--- config.mk ---
export PLATFORM = sky130hd
export DESIGN_NAME = alu_unit
export DESIGN_NICKNAME = d
export VERILOG_FILES = /design/src/alu_pkg.sv /design/src/alu_unit.sv
export SDC_FILE = /design/constraint.sdc
export NUM_CORES = 1
export LEC_CHECK = 0
export ABC_AREA = 1
export BUFFER_PORTS_ARGS = -buffer_cell sky130_fd_sc_hd__buf_2
export CAP_MARGIN = 10
export CORE_MARGIN = 2
export CORE_UTILIZATION = 50
export DETAILED_ROUTE_END_ITERATION = 10
export GPL_ROUTABILITY_DRIVEN = 0
export PLACE_DENSITY = 0.74
export SLEW_MARGIN = 0
export SYNTH_ARGS = -nofsm -noshare
export SYNTH_HDL_FRONTEND = slang
export SYNTH_SLANG_ARGS = --single-unit
--- constraint.sdc ---
create_clock -name clock -period 6.37 [get_ports clock]
set_input_delay 0.637 -clock clock [delete_from_list [all_inputs] [get_ports clock]]
set_output_delay 0.637 -clock clock [all_outputs]
set_load 0.01 [all_outputs]
--- src/alu_pkg.sv ---
// Package for the add and logic instruction unit: opcodes, phases, carriers.
`default_nettype none
package alu_pkg;
	localparam int ALU_W = 8;
	localparam int ALU_ADDR_W = 12;

	// Opcode upper bits
	localparam logic [7:0] ALU_OP_ADD_LIT = 8'h0F;
	localparam logic [7:0] ALU_OP_AND_LIT = 8'h0B;
	localparam logic [5:0] ALU_OP_ADD_REG = 6'h09;
	localparam logic [5:0] ALU_OP_ADDC_REG = 6'h08;

	// Field positions in the instruction word
	localparam int ALU_DEST_BIT = 9;
	localparam int ALU_BANK_BIT = 8;

	// Access bank split: low addresses in bank 0, high ones in bank 15
	localparam logic [7:0] ALU_ACCESS_SPLIT = 8'h80;
	localparam logic [3:0] ALU_ACCESS_HI_BANK = 4'hF;
	localparam logic [3:0] ALU_ACCESS_LO_BANK = 4'h0;

	// Reset values
	localparam logic [7:0] ALU_ACC_RST = 8'h00;
	localparam logic [4:0] ALU_FLAGS_RST = 5'h00;

	typedef enum logic [3:0] {
		ALU_Q1 = 4'b0001,
		ALU_Q2 = 4'b0010,
		ALU_Q3 = 4'b0100,
		ALU_Q4 = 4'b1000
	} alu_phase_t;

	typedef struct packed {
		logic negative;
		logic overflow;
		logic zero;
		logic half_carry;
		logic carry;
	} alu_flags_t;

	typedef struct packed {
		logic                  valid;
		logic [15:0]           word;
	} alu_instr_t;

	typedef struct packed {
		logic                  wr_en;
		logic [ALU_ADDR_W-1:0] addr;
		logic [ALU_W-1:0]      wdata;
	} alu_mem_req_t;
endpackage
`default_nettype wire

--- src/alu_unit.sv ---
// Execution datapath for accumulator add and AND-literal instructions.
// Notes on behaviour
// RULE1: Add literal to accumulator, update five flags.
// RULE2: Add-with-carry sums accumulator, carry, file register.
// RULE3: Destination bit 0 to accumulator, 1 to file.
// RULE4: Bank bit 0 selects fixed access bank.
// RULE5: Bank bit 1 uses bank select register.
// RULE6: AND literal into accumulator, only N, Z.
// RULE7: AND literal decoded from 0000 1011, one cycle.
// RULE8: Plain add register 0010 01da, five flags, one cycle.
`default_nettype none
module alu_unit
	import alu_pkg::*;
(
	input  wire logic                       clock,
	input  wire logic                       sys_rst,
	input  wire alu_pkg::alu_instr_t        instr,
	input  wire logic [3:0]                 bank_select_reg,
	input  wire logic [alu_pkg::ALU_W-1:0]  mem_rdata,
	output var  logic [alu_pkg::ALU_ADDR_W-1:0] mem_rd_addr,
	output var  alu_pkg::alu_mem_req_t      mem_req,
	output var  logic [alu_pkg::ALU_W-1:0]  acc,
	output var  alu_pkg::alu_flags_t        flags,
	output var  logic                       phase_q4,
	output var  logic                       instr_done
);
	import alu_pkg::*;

	// Adder result with carry, half carry and overflow
	typedef struct packed {
		logic [ALU_W-1:0] sum;
		logic             c;
		logic             dc;
		logic             ov;
	} alu_sum_t;

	function automatic alu_sum_t alu_add(input logic [ALU_W-1:0] a, input logic [ALU_W-1:0] b, input logic ci);
		alu_sum_t   r;
		logic [4:0] lo;
		logic [8:0] full;
		lo = {1'b0, a[3:0]} + {1'b0, b[3:0]} + {4'h0, ci};
		full = {1'b0, a} + {1'b0, b} + {8'h00, ci};
		r.sum = full[7:0];
		r.c = full[8];
		r.dc = lo[4];
		r.ov = (a[7] == b[7]) && (full[7] != a[7]);
		return r;
	endfunction

	// Instruction held through its four phases
	alu_phase_t       phase_q;
	alu_phase_t       phase_d;
	logic [15:0]      word_q;
	logic             live_q;
	logic [ALU_W-1:0] acc_q;
	alu_flags_t       flags_q;
	alu_flags_t       flags_d;
	logic [ALU_W-1:0] opnd_q;

	// Opcode decode from the word taken at Q1
	wire logic [7:0]  hi_byte = word_q[15:8];
	wire logic [7:0]  lit = word_q[7:0];
	wire logic        is_add_lit = live_q && (hi_byte == ALU_OP_ADD_LIT); // RULE1
	wire logic        is_and_lit = live_q && (hi_byte == ALU_OP_AND_LIT); // RULE7
	wire logic        is_add_reg = live_q && (hi_byte[7:2] == ALU_OP_ADD_REG); // RULE8
	wire logic        is_addc_reg = live_q && (hi_byte[7:2] == ALU_OP_ADDC_REG); // RULE2
	wire logic        is_reg_op = is_add_reg || is_addc_reg;

	// File address: access bank or bank select
	wire logic        dest_file = word_q[ALU_DEST_BIT];
	wire logic        use_bsr = word_q[ALU_BANK_BIT];
	wire logic [3:0]  access_bank = (lit < ALU_ACCESS_SPLIT) ? ALU_ACCESS_LO_BANK : ALU_ACCESS_HI_BANK; // RULE4
	wire logic [3:0]  bank = use_bsr ? bank_select_reg : access_bank; // RULE5
	wire logic [ALU_ADDR_W-1:0] file_addr = {bank, lit};

	// Operand: literal for literal ops, latched file data for register ops
	wire logic [ALU_W-1:0] opnd = is_reg_op ? opnd_q : lit;
	wire logic             cin = is_addc_reg ? flags_q.carry : 1'b0; // RULE2
	wire alu_sum_t         add_r = alu_add(acc_q, opnd, cin); // RULE1 RULE8
	wire logic [ALU_W-1:0] and_r = acc_q & lit; // RULE6
	wire logic             is_add = is_add_lit || is_reg_op;
	wire logic [ALU_W-1:0] result = is_and_lit ? and_r : add_r.sum;
	wire logic             wr_acc = is_add_lit || is_and_lit || (is_reg_op && !dest_file); // RULE3
	wire logic             wr_file = is_reg_op && dest_file; // RULE3

	// Four-phase sequencer, one instruction per four clocks
	always_comb
	begin
		phase_d = ALU_Q1;
		unique case (phase_q)
			ALU_Q1: phase_d = ALU_Q2;
			ALU_Q2: phase_d = ALU_Q3;
			ALU_Q3: phase_d = ALU_Q4;
			ALU_Q4: phase_d = ALU_Q1;
			default: phase_d = ALU_Q1;
		endcase
	end

	always_ff @(posedge clock or posedge sys_rst)
	begin
		if (sys_rst)
			phase_q <= ALU_Q1;
		else
			phase_q <= phase_d;
	end

	// Phase strobes for the four-clock instruction cycle
	wire logic at_q1 = (phase_q == ALU_Q1);
	wire logic at_q2 = (phase_q == ALU_Q2);
	wire logic at_q4 = (phase_q == ALU_Q4);

	// Q1: decode
	always_ff @(posedge clock or posedge sys_rst)
	begin
		if (sys_rst)
			word_q <= 16'h0000;
		else if (at_q1)
			word_q <= instr.word;
	end

	// Invalid slots leave acc, flags and mem_req untouched
	always_ff @(posedge clock or posedge sys_rst)
	begin
		if (sys_rst)
			live_q <= 1'b0;
		else if (at_q1)
			live_q <= instr.valid;
	end

	// Q2: read addressed file register
	always_ff @(posedge clock or posedge sys_rst)
	begin
		if (sys_rst)
			opnd_q <= 8'h00;
		else if (at_q2)
			opnd_q <= mem_rdata;
	end

	// Observation copy of the read address
	always_ff @(posedge clock or posedge sys_rst)
	begin
		if (sys_rst)
			mem_rd_addr <= '0;
		else if (at_q2)
			mem_rd_addr <= file_addr;
	end

	// Q4: write back result and flags
	wire logic             wb = at_q4 && live_q;
	wire logic             wb_acc = wb && wr_acc; // RULE3
	wire logic             wb_file = wb && wr_file; // RULE3
	wire logic             wb_arith = wb && is_add; // RULE1 RULE2 RULE8
	wire logic             wb_nz = wb && (is_add || is_and_lit); // RULE6
	wire logic [ALU_W-1:0] acc_d = wb_acc ? result : acc_q; // RULE3

	// Adds move all five flags, AND moves only N and Z
	always_comb
	begin
		flags_d = flags_q;
		if (wb_arith)
		begin
			flags_d.carry = add_r.c; // RULE1 RULE2 RULE8
			flags_d.half_carry = add_r.dc;
			flags_d.overflow = add_r.ov;
		end
		if (wb_nz)
		begin
			flags_d.negative = result[7]; // RULE6
			flags_d.zero = (result == 8'h00); // RULE6
		end
	end

	always_ff @(posedge clock or posedge sys_rst)
	begin
		if (sys_rst)
			acc_q <= ALU_ACC_RST;
		else
			acc_q <= acc_d;
	end

	always_ff @(posedge clock or posedge sys_rst)
	begin
		if (sys_rst)
			flags_q <= ALU_FLAGS_RST;
		else
			flags_q <= flags_d;
	end

	// Address and data only load on a file write
	always_ff @(posedge clock or posedge sys_rst)
	begin
		if (sys_rst)
			mem_req <= '0;
		else
		begin
			mem_req.wr_en <= wb_file; // RULE3
			if (wb_file)
			begin
				mem_req.addr <= file_addr;
				mem_req.wdata <= result;
			end
		end
	end

	// Done only for recognised opcodes
	always_ff @(posedge clock or posedge sys_rst)
	begin
		if (sys_rst)
			instr_done <= 1'b0;
		else
			instr_done <= wb_nz; // RULE7
	end

	// Registered copy of the Q4 phase
	always_ff @(posedge clock or posedge sys_rst)
	begin
		if (sys_rst)
			phase_q4 <= 1'b0;
		else
			phase_q4 <= (phase_d == ALU_Q4);
	end

	// Outputs come straight from the registers
	assign acc = acc_q;
	assign flags = flags_q;
endmodule
`default_nettype wire

==> results.cfg, run 1 <==
[placed_design]
pre_cts_slack_ps = 3690
dp.cells = 574
place.port_buffers = 78
hpwlAfterDp_mm = 5.99

[detailed_routing]
routed-via-count = 2988
final_antenna_net_count = 0
wire_per_inst_um = 13.8
vias_per_cell = 5.06
drc = 0
postRouteWirelength_mm = 8.14
starting_drc_count_in_detailed_routing = 156
drt_pass1_iterations = 5

[layout]
post_layout_nonfiller_instances = 590
drive_gt1_share_pct = 25.1
nets = 529
multi_input_comb_area_um2 = 1430
num-fill-cells = 593
areaGrowthSynthToFinish_pct = 18.7
antenna-diode-count = 0
seq_area_um2 = 1930

[global_routing]
overflow_after_grt = 0
gr_util_all_layers_pct = 22.9
via_count_of_the_first_global_routing_pass = 2928
grt_pass1_wl_mm = 13.6
grt_antenna_before_repair = 0
grt_max_degree = 78

[sta]
fmaxAchievable_ghz = 0.365
final-max-slew-violation-count = 0
finalHoldViolations = 0
fin_hold_ws_ps = 478
tightestPinTransition_ps = 1080
finalWorstSetupSlack_ps = 3630
relSlewSlack_pct = 27.4
finalWorstPathRequiredPeriod_ps = 2740
maximum_clock_skew_at_final_layout_ps = 5.67
finalSetupViolations = 0
rsz_0062_raised_after_global_routing = no
timing.final.crit_share_pct = 43.1
fin_setup_tns_ps = 0

[clock_tree]
cts_num_sinks = 77
cts_inserted_buffers = 9
root_buffer = clkbuf_8
clk_pin_slew_worst_paths_ps = 80
ctsLongestPathBuffers = 2
post_cts.resized_instances = 0
htree_num_levels = 3
worst_skew_pair.late_latency_ps = 350
holdBufCountCts = 0
tritoncts = built
cts_setup_buffers = 0

[outcome]
run_status = finished, final reports clean

[floorplanning]
initial_utilization_pct = 52.4
die_w_um = 88.8
ios = 79
fp-row-count = 30
floorplan.die.height_um = 88.8
core_um2 = 6870
die-area_um2 = 7890

[synth]
synth.largest_area_cell = dfrtp_1
number_of_library_cell_types_mapped_by_synthesis = 30
syn_nets = 450
synth-main-ff-cell = dfrtp_1
yosysMostFrequentCell = nand2_1
synth_sequential_area_ratio_pct = 53.6
postSynthRegisterBits = 77
synth.cell_area_um2 = 3600
synthesis.instances = 410
synth_edf_count = 0
ffs_w_async_s_r_synth_pct = 100
synth_top_cells_by_count = nand2_1, dfrtp_1, inv_1, o21ai_0, nor2_1
syn-mean-instance-area_um2 = 8.77
synth_warnings = 0
fraction_of_post_synthesis_cell_area_in_the_top_cell_type_by_area_pct = 52.9
synthTopCellsByArea = dfrtp_1, nand2_1, o21ai_0

[critical_path]
critical_path_arrival_ps = 3040
slowest_stage = dfrtp_1
cp_slowest_stage_delay_ps = 420
critical_path_peak_fanout = 17
crit_path_cell_trace = nor2_2, nand3b_4, inv_1, nand3_1, fa_1, inv_1, fa_1, nand2_1, nand2_1, nand3b_1, nand2_1, nand2_1, nand3_1, nand2_1, nor2_1, nand3_1, nand2_1
cp-end-kind = flip-flop
critPathTopFamily = simple AND/OR/NAND/NOR gates
timing_worst_setup_path_type = reg -> reg
worst_setup_path_start_kind = flip-flop
worst-endpoint-required_ps = 6660
cp_num_buf_inv = 2
worst_path_most_repeated_cell = nand2_1

[power_and_ir_drop]
worst_ir_drop_vdd_v = 0.000137
share_comb_of_total_power_pct = 9.1
seq_power_share_pct = 50.8
p_sw_share_pct = 25.3
power_per_cell_area_nw_per_um2 = 239
net-switching-power_uw = 259
leakagePower_nw = 2.33
internal_power_uw = 764
p_clk_share_pct = 40.0

[worst_hold_path]
hold_path_class = reg -> reg

[job]
max_capacitance_violation_count = 0
-- state kept, by name (all words and copies together) (netlist names) --
signal	count
phase_q	4
mem_rd_addr	12
flags	5
opnd_q	8
word_q	16
phase_q4	1
acc	8
mem_req	21
instr_done	1
live_q	1
-- per-stage QoR --
stage	util [%]	area, µm²	power [mW]
floorplan	-	3600	0.586
global placement	59.0	4050	0.621
detailed placement	59.0	4050	0.624
CTS	62.2	4270	1.03
global route	62.2	4270	1.07
finish	62.2	4270	1.02
-- layout make-up --
cell class / instances / area share [%]
sequential: 77 / 45.1
multi-input combinational: 276 / 33.5
timing repair buffer: 79 / 9.31
inverter: 46 / 4.04
clock buffer: 9 / 2.90
tap: 96 / 2.81
clock inverter: 7 / 2.28
-- power by group through the flow --
| stage | clock (mW) | combinational (mW) | sequential (mW) |
|---|---|---|---|
| after floorplan | 0 | 0.0553 | 0.531 |
| final | 0.410 | 0.0935 | 0.520 |
| after CTS | 0.418 | 0.0952 | 0.520 |
| after detailed placement | 0 | 0.0946 | 0.529 |
| after global routing | 0.440 | 0.108 | 0.522 |
| after global placement | 0 | 0.0925 | 0.529 |
-- cells in the final DEF (no fill, tap or decap) --
cell type and count:
nand2_1 126, buf_2 78, dfrtp_1 76, o21ai_0 43
inv_1 42, nor2_1 24, nand3_1 18, o21ai_2 15
a31oi_1 12, clkbuf_8 9, ha_1 7, a21oi_1 5
inv_2 4, o21ai_1 4, nor3_4 3, nor2_2 2
nand4_1 2, nand2_2 2, xnor2_1 2, nor4_1 2
nor3_1 2, nand3b_1 2, fa_1 2, clkinvlp_4 2
inv_6 2, bufinv_16 2, nand3b_4 1, a21oi_4 1
or2_0 1, clkinv_2 1, dfstp_2 1, buf_4 1
-- worst register-to-register path, delay by kind of cell, from the launching register on --
| kind | cells | cell delay, ps |
|---|---|---|
| fa+ha+maj | 2 | 590 |
| flops | 1 | 420 |
| buf+inv | 2 | 290 |
| simple gates | 13 | 1390 |
-- path summary, 6_finish.rpt --
path                                            to  slack (ps)               startpoint  cells after the start
max in group asynchronous     flags[2]$_DFFE_PP0P_        5230                  sys_rst                      3
min                        mem_req[14]$_DFFE_PP0P_         480  mem_req[14]$_DFFE_PP0P_                      2
max                           flags[2]$_DFFE_PP0P_        3630   word_q[11]$_DFFE_PP0P_                     17
min reg2reg                mem_req[14]$_DFFE_PP0P_         480  mem_req[14]$_DFFE_PP0P_                      2
min in group asynchronous     phase_q[1]$_DFF_PP0_         550                  sys_rst                      3
max reg2reg                   flags[2]$_DFFE_PP0P_        3630   word_q[11]$_DFFE_PP0P_                     17
-- cells by family (layout without fill, tap and decap cells) --
family	Yosys count	in the layout	synth area share, %
buf+inv	57	141	6.78
fa+ha+maj	9	9	3.55
simple gates	185	185	22.2
compound gates	80	80	13.4
flops	77	77	53.6
xor+xnor	2	2	0.487
-- per-layer routing --
metal  GRT usage (%)  share of wire, %
met5               0                 0
met1            31.2                43
met4            7.99               1.2
met3            5.97               6.7
met2            35.8                49
Power figures use the tool's default switching activity.
==> inputs of run 2 (changes only) <==
- ABC_AREA: 1 -> 0
- PLACE_DENSITY: 0.74 -> 0.75
- clock period: 6.37 -> 2.7 ns (I/O delays scaled with it)
==> run 2 against run 1 <==
The flow now finishes with violations (negative setup slack). Design area is 5.2% higher. Worst setup slack lost 4100 ps. Clock-buffer cell count is 2 higher. Non-clock buffer count rose by 32. Sequential power grew 140%. Combinational power grew to 2.6 times the previous value. Largest power group unchanged.
==> results.cfg, run 2 <==
[sta]
relSlewSlack_pct = 56.1
finalWorstPathRequiredPeriod_ps = 3180
finalWorstSetupSlack_ps = -479
maximum_clock_skew_at_final_layout_ps = 8.86
fmaxAchievable_ghz = 0.315
finalHoldViolations = 0
timing.final.crit_share_pct = 118
tightestPinTransition_ps = 657
final-max-slew-violation-count = 0
finalSetupViolations = 18
rsz_0062_raised_after_global_routing = yes

[layout]
seq_area_um2 = 1930
areaGrowthSynthToFinish_pct = 31.0
drive_gt1_share_pct = 50.2
layout_common_cells = buf_2, dfrtp_1, mux2_2
num-fill-cells = 523
largest_register_ff_count = 21
mostFrequentLayoutCell = buf_2
post_layout_nonfiller_instances = 484
multi_input_comb_area_um2 = 1550
max_flop_register = mem_req
antenna-diode-count = 0
nets = 439
top_regs = mem_req: 21 flops, word_q: 16 flops, mem_rd_addr: 12 flops

[global_routing]
grt_max_degree = 42
grt_util_met2_pct = 34.2
via_count_of_the_first_global_routing_pass = 2607
gr_util_all_layers_pct = 21.9
use_met1_pct = 29.5
grt_pass1_wl_mm = 12.5
busiest_layer = met2
grt_antenna_before_repair = 0
overflow_after_grt = 0
groute.layer.met3.usage_pct = 5.69

[synth]
synth_edf_count = 0
synth_top_cells_by_count = dfrtp_1, mux2_2, nand2_1
synth_warnings = 0
synth_sequential_area_ratio_pct = 56.2
syn_nets = 329
syn-mean-instance-area_um2 = 11.9
synth-main-ff-cell = dfrtp_1
yosysMostFrequentCell = dfrtp_1
synth.cell_area_um2 = 3430
synth.largest_area_cell = dfrtp_1
fraction_of_post_synthesis_cell_area_in_the_top_cell_type_by_area_pct = 55.4
number_of_library_cell_types_mapped_by_synthesis = 42
ffs_w_async_s_r_synth_pct = 100
postSynthRegisterBits = 77
synthesis.instances = 289
synthTopCellsByArea = dfrtp_1, mux2_2, a21oi_1

[critical_path]
critical_path_arrival_ps = 3420
cp_slowest_stage_delay_ps = 540
cp_num_buf_inv = 0
crit_path_cell_trace = or4b_4, or2_4, or3_4, fa_2, nand2b_1, a211oi_2, a31oi_1, xor2_1, o21ai_2, mux2_2
critPathTopFamily = simple AND/OR/NAND/NOR gates
worst-endpoint-required_ps = 2940
worst_setup_path_start_kind = flip-flop
critical_path_peak_fanout = 4
slowest_stage = or4b_4
timing_worst_setup_path_type = reg -> reg
cp-end-kind = flip-flop

[floorplanning]
die_w_um = 86.9
initial_utilization_pct = 51.1
floorplan.die.height_um = 86.9
ios = 79
fp-row-count = 30
core_um2 = 6720
die-area_um2 = 7540

[detailed_routing]
starting_drc_count_in_detailed_routing = 96
vias_per_cell = 5.39
routed-via-count = 2607
final_antenna_net_count = 0
postRouteWirelength_mm = 7.65
wire_per_inst_um = 15.8
drc = 0
drt_pass1_iterations = 4

[placed_design]
dp.cells = 466
place.port_buffers = 78
pre_cts_slack_ps = -509
hpwlAfterDp_mm = 5.64

[clock_tree]
worst_skew_pair.late_latency_ps = 360
clk_pin_slew_worst_paths_ps = 80
root_buffer = clkbuf_8
cts_num_sinks = 77
ctsLongestPathBuffers = 2
cts_inserted_buffers = 9
tritoncts = built
htree_num_levels = 3

[outcome]
failed_checks = negative setup slack
run_status = finished, violations left

[power_and_ir_drop]
power_per_cell_area_nw_per_um2 = 555
worst_ir_drop_vdd_v = 0.000327
leakagePower_nw = 2.22

[worst_hold_path]
hold_path_class = in -> reg

[job]
max_capacitance_violation_count = 0
==> run 2: layout make-up <==
cell class,instances,area share (%)
sequential,77,42.9
multi-input combinational,195,34.5
tap,80,2.23
clock buffer,11,2.92
clock inverter,5,2.23
inverter,5,0.445
timing repair buffer,111,14.8
==> run 2: cells by family after synthesis <==
kind of cell    share of synthesized area [%]
fa+ha+maj                                3.72
buf+inv                                  2.04
xor+xnor                                 1.79
mux                                      16.0
simple gates                             11.3
compound gates                           8.97
flops                                    56.2
==> run 2: final timing paths <==
check	start	end	slack, ps	cells past startpoint
max	word_q[14]$_DFFE_PP0P_	flags[4]$_DFFE_PP0P_	-480	10
min	instr[8]	word_q[8]$_DFFE_PP0P_	130	2
max reg2reg	word_q[14]$_DFFE_PP0P_	flags[4]$_DFFE_PP0P_	-480	10
min reg2reg	flags[2]$_DFFE_PP0P_	flags[2]$_DFFE_PP0P_	500	2
max in group asynchronous	sys_rst	phase_q[0]$_DFF_PP1_	1500	4
min in group asynchronous	sys_rst	word_q[9]$_DFFE_PP0P_	520	3
==> run 2: what timing repair did <==
item / CTS / global route
gates resized for setup: 7 / 6
setup buffers: 4 / 2
endpoints found under the hold margin: 16 / 0
hold buffers: 1 / 0
pin swaps: 16 / 3
endpoints found under the setup margin: 18 / 20
==> run 2: per-stage QoR <==
| step | hold WS, ps | TNS, ps | power [mW] | utilization, % | cell area, µm² |
|---|---|---|---|---|---|
| floorplan | 422 | -6650 | 1.37 | - | 3490 |
| global placement | 375 | -5020 | 1.48 | 62.3 | 4190 |
| detailed placement | 381 | -5890 | 1.48 | 62.3 | 4190 |
| CTS | 122 | -5910 | 2.50 | 66.4 | 4460 |
| global route | 127 | -8230 | 2.60 | 66.9 | 4500 |
| finish | 134 | -6180 | 2.49 | 66.9 | 4500 |
==> run 2: routing by layer <==
metal,part of all wire [%],routed length (µm),vias to the layer above
met5,0,0,-
met4,1.6,121,0
met3,4.8,368,11
met2,49,3720,67
met1,45,3440,1272
li1,-,-,1257
==> run 2: where the power goes <==
group          switching, mW  total (mW)  internal, mW
combinational          0.123       0.245         0.122
clock                  0.410        1.02         0.612
sequential            0.0337        1.23          1.19
==> inputs of run 3 (changes only) <==
--- a/config.mk
+++ b/config.mk
@@ -10,2 +10,3 @@
 export CAP_MARGIN = 10
+export CORE_ASPECT_RATIO = 1.25
 export CORE_MARGIN = 2
==> constraint.sdc (replaced) <==
create_clock -name clock -period 2.7 [get_ports clock]
set_input_delay 0.54 -clock clock [delete_from_list [all_inputs] [get_ports clock]]
set_output_delay 0.54 -clock clock [all_outputs]
set_load 0.01 [all_outputs]
==> run 3 against run 2 <==
The run still ends with negative setup slack left. Combinational power is 9.8% higher. Core utilization is 3.1 points higher. Register-to-register slack worse by 170 ps. Clock-buffer cell count stayed put. Worst setup slack worse by 170 ps. Sequential power hardly changed. Design area is 2.9% higher. First-iteration DRC count is 120% higher. Via count is 2.9% higher. Die area hardly changed. Critical path type unchanged. Largest cell class unchanged. Highest routed layer unchanged.
==> results.cfg, run 3 (synthesis results as in run 2) <==
[placed_design]
place.port_buffers = 78
dp.cells = 476
hpwlAfterDp_mm = 5.95
pre_cts_slack_ps = -531

[power_and_ir_drop]
leakagePower_nw = 2.27
worst_ir_drop_vdd_v = 0.000454
power_per_cell_area_nw_per_um2 = 536
fin_total_pwr_mw = 2.48

[layout]
areaGrowthSynthToFinish_pct = 34.8
mostFrequentLayoutCell = buf_2
drive_gt1_share_pct = 52.7
multi_input_comb_area_um2 = 1620
largest_register_ff_count = 21
layout_common_cells = buf_2, dfrtp_1, mux2_2
max_flop_register = mem_req
num-fill-cells = 485
top_regs = mem_req: 21 flops, word_q: 16 flops, mem_rd_addr: 12 flops
antenna-diode-count = 0
post_layout_nonfiller_instances = 499
seq_area_um2 = 1930
nets = 447

[critical_path]
worst-endpoint-required_ps = 2950
r2r_slack_ps = -650
worst_setup_path_start_kind = flip-flop
critical_path_peak_fanout = 3
timing_worst_setup_path_type = reg -> reg
regToRegStartpoint = word_q[12]$_DFFE_PP0P_
worst_r2r_endpoint = flags[2]$_DFFE_PP0P_
critical_path_arrival_ps = 3600
timing.reg2reg.worst_path_depth = 14
cp-end-kind = flip-flop

[floorplanning]
initial_utilization_pct = 52.0
fp-row-count = 33
die_w_um = 78.1
floorplan.die.height_um = 96.6
ios = 79
die-area_um2 = 7550
core_um2 = 6610

[worst_hold_path]
hold_path_class = in -> async

[sta]
finalHoldViolations = 0
timing.final.crit_share_pct = 124
final-max-slew-violation-count = 0
maximum_clock_skew_at_final_layout_ps = 10.7
fin_setup_tns_ps = -8010
rsz_0062_raised_after_global_routing = yes
tightestPinTransition_ps = 683
relSlewSlack_pct = 54.4
fmaxAchievable_ghz = 0.299
finalWorstSetupSlack_ps = -649
finalWorstPathRequiredPeriod_ps = 3350
finalSetupViolations = 19

[detailed_routing]
vias_per_cell = 5.37
starting_drc_count_in_detailed_routing = 208
drc = 0
final_antenna_net_count = 0
postRouteWirelength_mm = 8.45
routed-via-count = 2682
drt_pass1_iterations = 4
wire_per_inst_um = 16.9

[global_routing]
via_count_of_the_first_global_routing_pass = 2702
grt_pass1_wl_mm = 13.4
overflow_after_grt = 0
grt_max_degree = 48
gr_util_all_layers_pct = 23.1
grt_antenna_before_repair = 0

[clock_tree]
ctsLongestPathBuffers = 2
worst_skew_pair.late_latency_ps = 350
root_buffer = clkbuf_8
cts_num_sinks = 77
cts_inserted_buffers = 9
htree_num_levels = 3
clk_pin_slew_worst_paths_ps = 80
tritoncts = built
holdBufCountCts = 0

[outcome]
failed_checks = negative setup slack
run_status = finished, violations left

[job]
max_capacitance_violation_count = 0
==> run 3: changes by cell type in the layout (fill, tap and decap cells not counted), moves of 2 or more <==
cell / previous run / this run
buf_6: 0 / 5
o21ai_2: 5 / 7
buf_4: 30 / 35
a21oi_2: 7 / 5
mux2_2: 46 / 44
clkinv_2: 3 / 0
xnor2_2: 2 / 0
clkinvlp_4: 0 / 2
mux2_4: 1 / 3
a21oi_4: 0 / 2
==> run 3: final cells by class <==
type                       instances  share of cell area [%]
sequential                        77                    41.7
multi-input combinational        195                    34.9
timing repair buffer             119                    15.8
clock buffer                      11                    3.06
tap                               87                    2.35
clock inverter                     5                    1.81
inverter                           5                   0.406
==> run 3: how the worst max path moves through the flow <==
| stage | startpoint | to | depth (start not counted) |
|---|---|---|---|
| 2_1_floorplan | word_q[12]$_DFFE_PP0P_ | flags[2]$_DFFE_PP0P_ | 14 |
| 3_3_place_gp | word_q[12]$_DFFE_PP0P_ | flags[2]$_DFFE_PP0P_ | 12 |
| 3_5_place_dp | word_q[12]$_DFFE_PP0P_ | flags[2]$_DFFE_PP0P_ | 12 |
| 4_1_cts | word_q[12]$_DFFE_PP0P_ | flags[2]$_DFFE_PP0P_ | 12 |
| 5_1_grt | word_q[12]$_DFFE_PP0P_ | flags[2]$_DFFE_PP0P_ | 14 |
| 6_report | word_q[12]$_DFFE_PP0P_ | flags[2]$_DFFE_PP0P_ | 14 |
==> run 3: power breakdown <==
group / internal, mW / total [mW] / switching [mW] / leakage (nW)
Sequential: 1.19 / 1.23 / 0.0340 / 0.965
Combinational: 0.133 / 0.269 / 0.137 / 1.19
Clock: 0.548 / 0.980 / 0.433 / 0.106
==> run 3: metrics by stage <==
stage	instance area [µm²]	util, %	hold WS [ps]
after floorplan	3490	-	471
after global placement	4210	63.7	461
after detailed placement	4210	63.7	468
after CTS	4540	68.7	308
after global routing	4630	70.0	328
final	4630	70.0	284
==> run 3: layer usage <==
layer / vias up / wire length [µm] / global-route usage, %
met5: - / 0 / 0
met4: 0 / 192 / 11.7
met3: 17 / 415 / 3.92
met2: 72 / 4490 / 39.5
met1: 1338 / 3350 / 27.7
li1: 1255 / - / -
==> run 3: worst max-delay path, stage by stage, from the launching register on <==
cell	delay, ps
dfrtp_1	380
or4b_4	540
or2_4	280
or3_4	330
fa_2	390
inv_2	70
fa_2	210
buf_4	110
buf_6	80
buf_6	90
xnor2_4	110
nand3_1	90
a21boi_1	180
nand4_1	160
o41ai_2	220
==> run 3: what timing repair did <==
item,4_1_cts,5_1_grt
endpoints found under the setup margin,19,19
setup buffers,4,4
pin swaps,17,11
gates resized for setup,18,12
